==> config.mk <==
export PLATFORM = sky130hd
export DESIGN_NAME = rcs_top
export DESIGN_NICKNAME = d
export VERILOG_FILES = /design/src/core/rcs_pkg.sv /design/src/core/rcs_top.sv
export SDC_FILE = /design/constraint.sdc
export NUM_CORES = 1
export LEC_CHECK = 0
export BUFFER_PORTS_ARGS = -buffer_cell sky130_fd_sc_hd__buf_2
export CORE_MARGIN = 4
export CORE_UTILIZATION = 49
export DETAILED_ROUTE_END_ITERATION = 10
export HOLD_SLACK_MARGIN = 0.05
export PLACE_DENSITY_LB_ADDON = 0.3
export SLEW_MARGIN = 0
export SYNTH_ARGS = -nofsm -noshare
export SYNTH_HDL_FRONTEND = slang
export SYNTH_SLANG_ARGS = --single-unit
==> constraint.sdc <==
create_clock -name clk_i -period 2.8 [get_ports clk_i]
set_input_delay 0.56 -clock clk_i [delete_from_list [all_inputs] [get_ports clk_i]]
set_output_delay 0.56 -clock clk_i [all_outputs]
set_load 0.01 [all_outputs]
==> src/core/rcs_pkg.sv <==
// constants for the reset and clock start-up control block
package rcs_pkg;
  // ---------------------------------------------------------------
  // register map (word aligned byte addresses)
  // ---------------------------------------------------------------
  localparam logic [3:0] RCS_ADDR_RUNRST = 4'h0;
  localparam logic [3:0] RCS_ADDR_PLL = 4'h4;
  localparam logic [3:0] RCS_ADDR_STATUS = 4'h8;
  localparam logic [3:0] RCS_ADDR_VECTOR = 4'hC;
  localparam int RCS_RUNRST_EN_BIT = 0;
  localparam int RCS_PLL_MUL_LSB = 0;
  localparam int RCS_PLL_DIV_LSB = 8;
  // ---------------------------------------------------------------
  // ratio codes and timing
  // ---------------------------------------------------------------
  localparam logic [7:0] RCS_MUL_8 = 8'h08;
  localparam logic [7:0] RCS_MUL_32 = 8'h20;
  localparam logic [7:0] RCS_MUL_16 = 8'h10;
  localparam logic [7:0] RCS_DIV_RESET = 8'h01;
  localparam logic [31:0] RCS_RESET_VECTOR = 32'h0008_0004;
  localparam int RCS_LOCK_CYCLES = 4096;
  localparam int RCS_LOCK_W = 13;
  typedef enum logic [1:0] {
    RCS_ST_RESET = 2'b00,
    RCS_ST_LOCK = 2'b01,
    RCS_ST_RUN = 2'b11
  } rcs_state_t;
endpackage

==> src/core/rcs_top.sv <==
// reset and clock start-up control with wishbone registers
`timescale 1ns/10ps
module rcs_top #(
  parameter int LOCK_CYCLES = rcs_pkg::RCS_LOCK_CYCLES
) (
  input wire logic clk_i,
  input wire logic rst_i,
  input wire logic hw_reset_n_i,
  input wire logic [1:0] clk_ratio_strap_i,
  input wire logic [2:0] boot_mode_strap_i,
  input wire logic rst_pin_i,
  output logic rst_pin_o,
  output logic rst_pin_oe_o,
  output logic core_reset_o,
  output logic running_reset_o,
  output logic [31:0] fetch_addr_o,
  output logic fetch_start_o,
  output logic [7:0] pll_mul_o,
  output logic [7:0] pll_div_o,
  output logic [2:0] boot_mode_o,
  input wire logic wb_cyc_i,
  input wire logic wb_stb_i,
  input wire logic wb_we_i,
  input wire logic [3:0] wb_adr_i,
  input wire logic [3:0] wb_sel_i,
  input wire logic [31:0] wb_dat_i,
  output logic [31:0] wb_dat_o,
  output logic wb_ack_o
);
  import rcs_pkg::*;

  rcs_state_t state_reg;
  logic [RCS_LOCK_W-1:0] lock_cnt_reg;
  logic in_reset;
  logic lock_done;
  logic wb_req;
  logic wr_runrst;
  logic wr_pll;
  logic [7:0] strap_mul;

  assign in_reset = rst_i || !hw_reset_n_i;
  assign lock_done = lock_cnt_reg == RCS_LOCK_W'(LOCK_CYCLES - 1);
  assign wb_req = wb_cyc_i && wb_stb_i && !wb_ack_o;
  assign wr_runrst = wb_req && wb_we_i && wb_sel_i[0]
                     && wb_adr_i == RCS_ADDR_RUNRST;
  assign wr_pll = wb_req && wb_we_i && state_reg == RCS_ST_RUN
                  && wb_adr_i == RCS_ADDR_PLL;

  // ---------------------------------------------------------------
  // strap decode
  // ---------------------------------------------------------------
  // reserved code falls back to the slowest safe ratio
  always_comb begin
    unique case (clk_ratio_strap_i)
      2'b00: strap_mul = RCS_MUL_8;
      2'b01: strap_mul = RCS_MUL_32;
      2'b10: strap_mul = RCS_MUL_16;
      2'b11: strap_mul = RCS_MUL_8;
    endcase
  end

  // ---------------------------------------------------------------
  // start-up sequencer
  // ---------------------------------------------------------------
  // lock counter runs on the reference clock, cleared in reset
  always_ff @(posedge clk_i) begin
    if (in_reset) begin
      state_reg <= RCS_ST_RESET;
      lock_cnt_reg <= '0;
    end else begin
      unique case (state_reg)
        RCS_ST_RESET: state_reg <= RCS_ST_LOCK;
        RCS_ST_LOCK: begin
          lock_cnt_reg <= lock_cnt_reg + 1'b1;
          if (lock_done) begin
            state_reg <= RCS_ST_RUN;
          end
        end
        RCS_ST_RUN: state_reg <= RCS_ST_RUN;
        default: state_reg <= RCS_ST_RESET;
      endcase
    end
  end

  // core release and vector fetch
  always_ff @(posedge clk_i) begin
    if (in_reset) begin
      core_reset_o <= 1'b1;
      fetch_start_o <= 1'b0;
      fetch_addr_o <= RCS_RESET_VECTOR;
    end else begin
      fetch_start_o <= state_reg == RCS_ST_LOCK && lock_done;
      if (state_reg == RCS_ST_LOCK && lock_done) begin
        core_reset_o <= 1'b0;
      end
      fetch_addr_o <= RCS_RESET_VECTOR;
    end
  end

  // boot straps and clock ratio caught while held in hardware reset
  always_ff @(posedge clk_i) begin
    if (!hw_reset_n_i) begin
      boot_mode_o <= boot_mode_strap_i;
      pll_mul_o <= strap_mul;
      pll_div_o <= RCS_DIV_RESET;
    end else if (rst_i) begin
      pll_mul_o <= RCS_MUL_8;
      pll_div_o <= RCS_DIV_RESET;
      boot_mode_o <= 3'h0;
    end else if (wr_pll) begin
      if (wb_sel_i[0]) begin
        pll_mul_o <= wb_dat_i[RCS_PLL_MUL_LSB +: 8];
      end
      if (wb_sel_i[1]) begin
        pll_div_o <= wb_dat_i[RCS_PLL_DIV_LSB +: 8];
      end
    end
  end

  // ---------------------------------------------------------------
  // shared reset pin
  // ---------------------------------------------------------------
  // output by default, running-reset input when enabled
  always_ff @(posedge clk_i) begin
    if (in_reset) begin
      rst_pin_oe_o <= 1'b1;
      rst_pin_o <= 1'b0;
      running_reset_o <= 1'b0;
    end else begin
      if (wr_runrst) begin
        rst_pin_oe_o <= !wb_dat_i[RCS_RUNRST_EN_BIT];
      end
      rst_pin_o <= !core_reset_o; // active-low reset out
      running_reset_o <= !rst_pin_oe_o && !rst_pin_i;
    end
  end

  // ---------------------------------------------------------------
  // wishbone slave, one wait state
  // ---------------------------------------------------------------
  // ack one cycle after the request is taken, read data with it
  always_ff @(posedge clk_i) begin
    if (rst_i) begin
      wb_ack_o <= 1'b0;
      wb_dat_o <= '0;
    end else begin
      wb_ack_o <= wb_req;
      wb_dat_o <= '0;
      if (wb_req && !wb_we_i) begin
        unique case (wb_adr_i)
          RCS_ADDR_RUNRST: wb_dat_o <= {31'h0, !rst_pin_oe_o};
          RCS_ADDR_PLL: wb_dat_o <= {16'h0, pll_div_o, pll_mul_o};
          RCS_ADDR_STATUS: wb_dat_o <= {25'h0, boot_mode_o,
                                        clk_ratio_strap_i,
                                        state_reg};
          RCS_ADDR_VECTOR: wb_dat_o <= RCS_RESET_VECTOR;
          default: wb_dat_o <= '0;
        endcase
      end
    end
  end
endmodule // rcs_top

==> After elaboration in Yosys (flattened, before gate mapping) <==
Index checks and enable logic that the tools add are counted.
{ "word_totals": {"regBits": 72, "input_bits": 52, "elab_cells": 64} }
{ "classes": {"add_sub_neg": 1, "eq_ne": 13, "mux": 10, "n_bitwise": 2, "reduce_logical": 26} }
{ "ops": {"columns": ["op", "count"], "rows": [
  ["case mux 20 bit (4 select lines)", 1],
  ["two-way mux 8 bit", 4],
  ["case mux 8 bit (3 select lines)", 1],
  ["adder 13 x 1 -> 13 bit, second input constant", 1],
  ["== test 13 x 12 -> 1 bit, second input constant", 1],
  ["logical AND 1 bit", 10],
  ["== test 4 bit, second input constant", 2],
  ["logical NOT 1 bit", 7],
  ["== test 2 bit, second input constant", 3],
  ["two-way mux 3 bit", 2],
  ["!= test 3 x 2 -> 1 bit, second input constant", 2],
  ["case mux 2 bit (3 select lines)", 1],
  ["OR reduction 2 bit", 3],
  ["== test 2 x 1 -> 1 bit, second input constant", 2],
  ["== test 4 x 3 -> 1 bit, second input constant", 1],
  ["logical NOT 2 bit", 2],
  ["logical NOT 4 bit", 1],
  ["!= test 2 bit, second input constant", 2],
  ["AND reduction 2 bit", 2],
  ["two-way mux 2 bit", 1],
  ["NOT 1 bit", 2],
  ["logical OR 1 bit", 1]
]} }

==> Logic depth before layout (Yosys ltp) <==
{ "depth": {"ltp_word": 8, "mapped_depth": 5, "ltp_nobuf": 4} }

==> Worst setup path before layout <==
Ideal clock, no wire load.
{ "synth_path": {"path_type": "input port to flip-flop", "from": "input port rst_i", "to": "register pll_mul_o[0], enable pin", "arrival_time_ns": 1.265, "required_ns": 2.471, "path_slack_ns": 1.206, "cell_stages": 4, "cell_sequence": "and2b_1 buf_4 buf_2 nand2_1"} }
{ "synth_via": {"elab_chain_cells": 2} }
{ "synth_lines": {"columns": ["element", "line_no", "source"], "rows": [
  ["start: declaration", "rcs_top.sv:7", "input wire logic rst_i,"],
  ["!= test 3 x 2 -> 1 bit (no line)", null, null],
  ["AND reduction 2 bit (no line) *", null, null],
  ["end signal: assignment", "rcs_top.sv:104", "pll_mul_o <= strap_mul;"],
  ["end signal: assignment", "rcs_top.sv:112", "pll_mul_o <= wb_dat_i[RCS_PLL_MUL_LSB +: 8];"],
  ["end: declaration", "rcs_top.sv:18", "output logic [7:0] pll_mul_o,"]
]} }
Every way passes the cells marked *; elsewhere a longest branch is shown, timed or not.
A chain may end at the register's enable or synchronous reset.

==> Final worst setup path <==
{ "layout_path": {"from": "register state_reg[0]", "to": "register pll_div_o[3]"} }
{ "layout_via": {"elab_chain_cells": 4} }
{ "layout_lines": {"columns": ["element", "line_no", "source"], "rows": [
  ["start: declaration", "rcs_top.sv:32", "rcs_state_t state_reg;"],
  ["start signal: assignment", "rcs_top.sv:68", "state_reg <= RCS_ST_RESET;"],
  ["start signal: assignment", "rcs_top.sv:72", "RCS_ST_RESET: state_reg <= RCS_ST_LOCK;"],
  ["start signal: assignment", "rcs_top.sv:76", "state_reg <= RCS_ST_RUN;"],
  ["== test 2 bit", "rcs_top.sv:46", "assign wr_pll = wb_req && wb_we_i && state_reg == RCS_ST_RUN"],
  ["logical AND 1 bit", "rcs_top.sv:46", null],
  ["logical AND 1 bit", "rcs_top.sv:47", "&& wb_adr_i == RCS_ADDR_PLL;"],
  ["AND reduction 2 bit (no line)", null, null],
  ["end signal: assignment", "rcs_top.sv:115", "pll_div_o <= wb_dat_i[RCS_PLL_DIV_LSB +: 8];"],
  ["end: declaration", "rcs_top.sv:19", "output logic [7:0] pll_div_o,"]
]} }
No other way between the ends.

==> impl_metrics.yaml <==
status:
  outcome: "complete, no violations"
clocking:
  cts-root-buf: "clkbuf_8"
  cts.path.max_buffers: 2
  post-cts-setup-buffers: 0
  cts.repair.resized: 0
  numClockSinks: 57
  htree_levels: 3
  ctsHoldBuffers: 0
  cts-buffers-inserted: 9
  path_clk_slew_ns: 0.07
  insertion_delay_ns: 0.33
  tritoncts: "done"
setup_path:
  cp-end-kind: "flip-flop"
  cp.arrival_ns: 1.92
  critical_path.startpoint_type: "flip-flop"
  crit_slowest_cell: "dfxtp_1"
  crit_chain: "and4b_1, and4_1, mux2i_1"
  cpPeakStageDelay_ns: 0.56
  crit_type: "reg2reg"
  path_max_fanout: 9
  cp_data_required_time_ns: 3.06
sta:
  hold_viol: 0
  clock_skew_ns: 0.00615
  rsz0062_at_grt: "false"
  setup_tns_ns: 0
  period_share_pct: 59.3
  drv_slew: 0
  fmax_mhz: 602
  finalCriticalPeriod_ns: 1.66
  finalSetupViolations: 0
logic_synthesis:
  ys_seq_elements: 57
  muxShareOfSynthArea_pct: 5.22
  syn_inst: 275
  synth_top_cell_area_share_pct: 34.3
  synth-edff-count: 11
  yosys_warnings: 0
  syn-mean-instance-area_sq_um: 9.77
  synth_area_leaders: "dfxtp_1 34%, buf_4 14%, edfxtp_1 12%"
  yosysUniqueCellTypes: 47
  ys.flop_type: "dfxtp_1"
  syn-cell-area_sq_um: 2690
  synth_fa_ha_area_share_pct: 1.40
  synth-xor-area-share_pct: 0.652
  synth_compound_area_share_pct: 6.52
  synth-async-reset-ratio_pct: 0
  synthSimpleGateAreaFrac_pct: 22.7
  synth_top_family_by_area: "simple AND/OR/NAND/NOR gates"
  synth_seq_area_share_pct: 46.6
  yosysTopAreaCell: "dfxtp_1"
routing:
  ant_nets: 0
  via_per_inst: 4.79
  num_vias: 2045
  first_pass_iters: 5
  first_iter_violations: 74
  drc_errors: 0
  wirelength_um: 5620
  routedWlPerCell_um: 13.2
power_and_ir_drop:
  vdd_drop_max_uv: 295
  leakagePower_nw: 1.45
  powerDensity_nw_per_um2: 596
final_layout:
  final_nets: 407
  finalInstanceArea_sq_um: 3150
  drive_gt1_share_pct: 27.7
  fillers: 477
  antenna_cells: 0
  largest_reg_flops: 17
  area_growth_pct: 17.3
floorplanning:
  die_height_um: 82.0
  ios: 141
  start_util_pct: 51.6
  rows: 26
  core_sq_um: 5200
  die_x_um: 82.0
  dieArea_sq_um: 6730
grt:
  overflow: 0
  grt_pass1_vias: 1864
  grt_first_pass_wirelength_um: 8520
  antenna_found_initial: 0
  grt_start_max_net_pins: 23
  grtUsageTotal_pct: 17.0
placement:
  port_buffers: 75
  dpl_cell_area_sq_um: 2920
  post-dp-hpwl_um: 4190
  gp_congestion: 0.807
min_path:
  hold_path.class: "in2reg"
run:
  maxCapViolations: 0
-- per-layer routing --
layer	global-route usage, %	part of all wire, %
met4	9.97	2.4
met1	18.7	39
met2	29.8	51
met3	4.06	8.2
met5	0	0
-- worst max-delay path: cells and delay by family, from the launching register on --
family / cells / cell delay (ns)
AND/OR/NAND/NOR: 2 / 0.79
flip-flops: 1 / 0.56
multiplexers: 1 / 0.25
-- cell families after synthesis --
family / after synthesis
compound gates: 27
xor+xnor: 2
fa+ha+maj: 3
buf+inv: 65
flops: 57
mux: 14
other cells: 2
simple gates: 105
-- area by class of cell --
| class | count | area (sq um) | area share (%) |
|---|---|---|---|
| Timing Repair Buffer | 78 | 398 | 12.6 |
| Tap cell | 70 | 87.6 | 2.78 |
| Multi-Input combinational cell | 198 | 1160 | 36.7 |
| Inverter | 8 | 30.0 | 0.953 |
| Clock inverter | 5 | 76.3 | 2.42 |
| Sequential cell | 57 | 1250 | 39.7 |
| Clock buffer | 11 | 153 | 4.84 |
-- worst paths after layout --
kind	cells past startpoint	start	slack, ns	end
hold / removal	2	rst_pin_i	0.38	running_reset_o
setup reg to reg	3	state_reg[0]	1.14	pll_div_o[3]
setup / recovery	3	state_reg[0]	1.14	pll_div_o[3]
hold reg to reg	1	core_reset_o	0.43	rst_pin_o
-- where the power goes --
group | internal, mW | total [mW] | switching, mW | leakage, nW
Combinational | 0.0457 | 0.132 | 0.0867 | 0.850
Sequential | 0.855 | 0.868 | 0.0130 | 0.488
Clock | 0.551 | 0.879 | 0.328 | 0.112
-- placed cells by master (no fill, tap or decap), types with 7 or more instances in the layout --
cell type   n
and2_1     14
edfxtp_1   11
nor2_1     16
nand2b_1    7
dfxtp_1    46
a21oi_1     7
mux2i_1    14
clkbuf_8    9
conb_1     47
buf_2      75
inv_1       7
nand2_1    29
-- stage by stage --
step	worst slack [ns]	utilization (%)	instances	hold WS, ns	power, mW
3_5_place_dp	0.972	56.2	411	0.425	1.02
3_3_place_gp	1.02	56.2	411	0.419	1.01
2_1_floorplan	1.21	-	320	0.442	1.01
5_1_grt	1.03	60.6	427	0.376	1.95
6_report	1.14	60.6	427	0.384	1.88
4_1_cts	1.13	60.6	427	0.377	1.89
-- cell usage after synthesis, drive strengths merged (7+ instances only) --
master   n
nand2   29
nand2b   7
buf     56
inv      8
o21ai    7
and2    14
edfxtp  11
a21oi    7
nor2    16
dfxtp   46
mux2i   14
No activity file was read; power rests on OpenSTA's default activity.
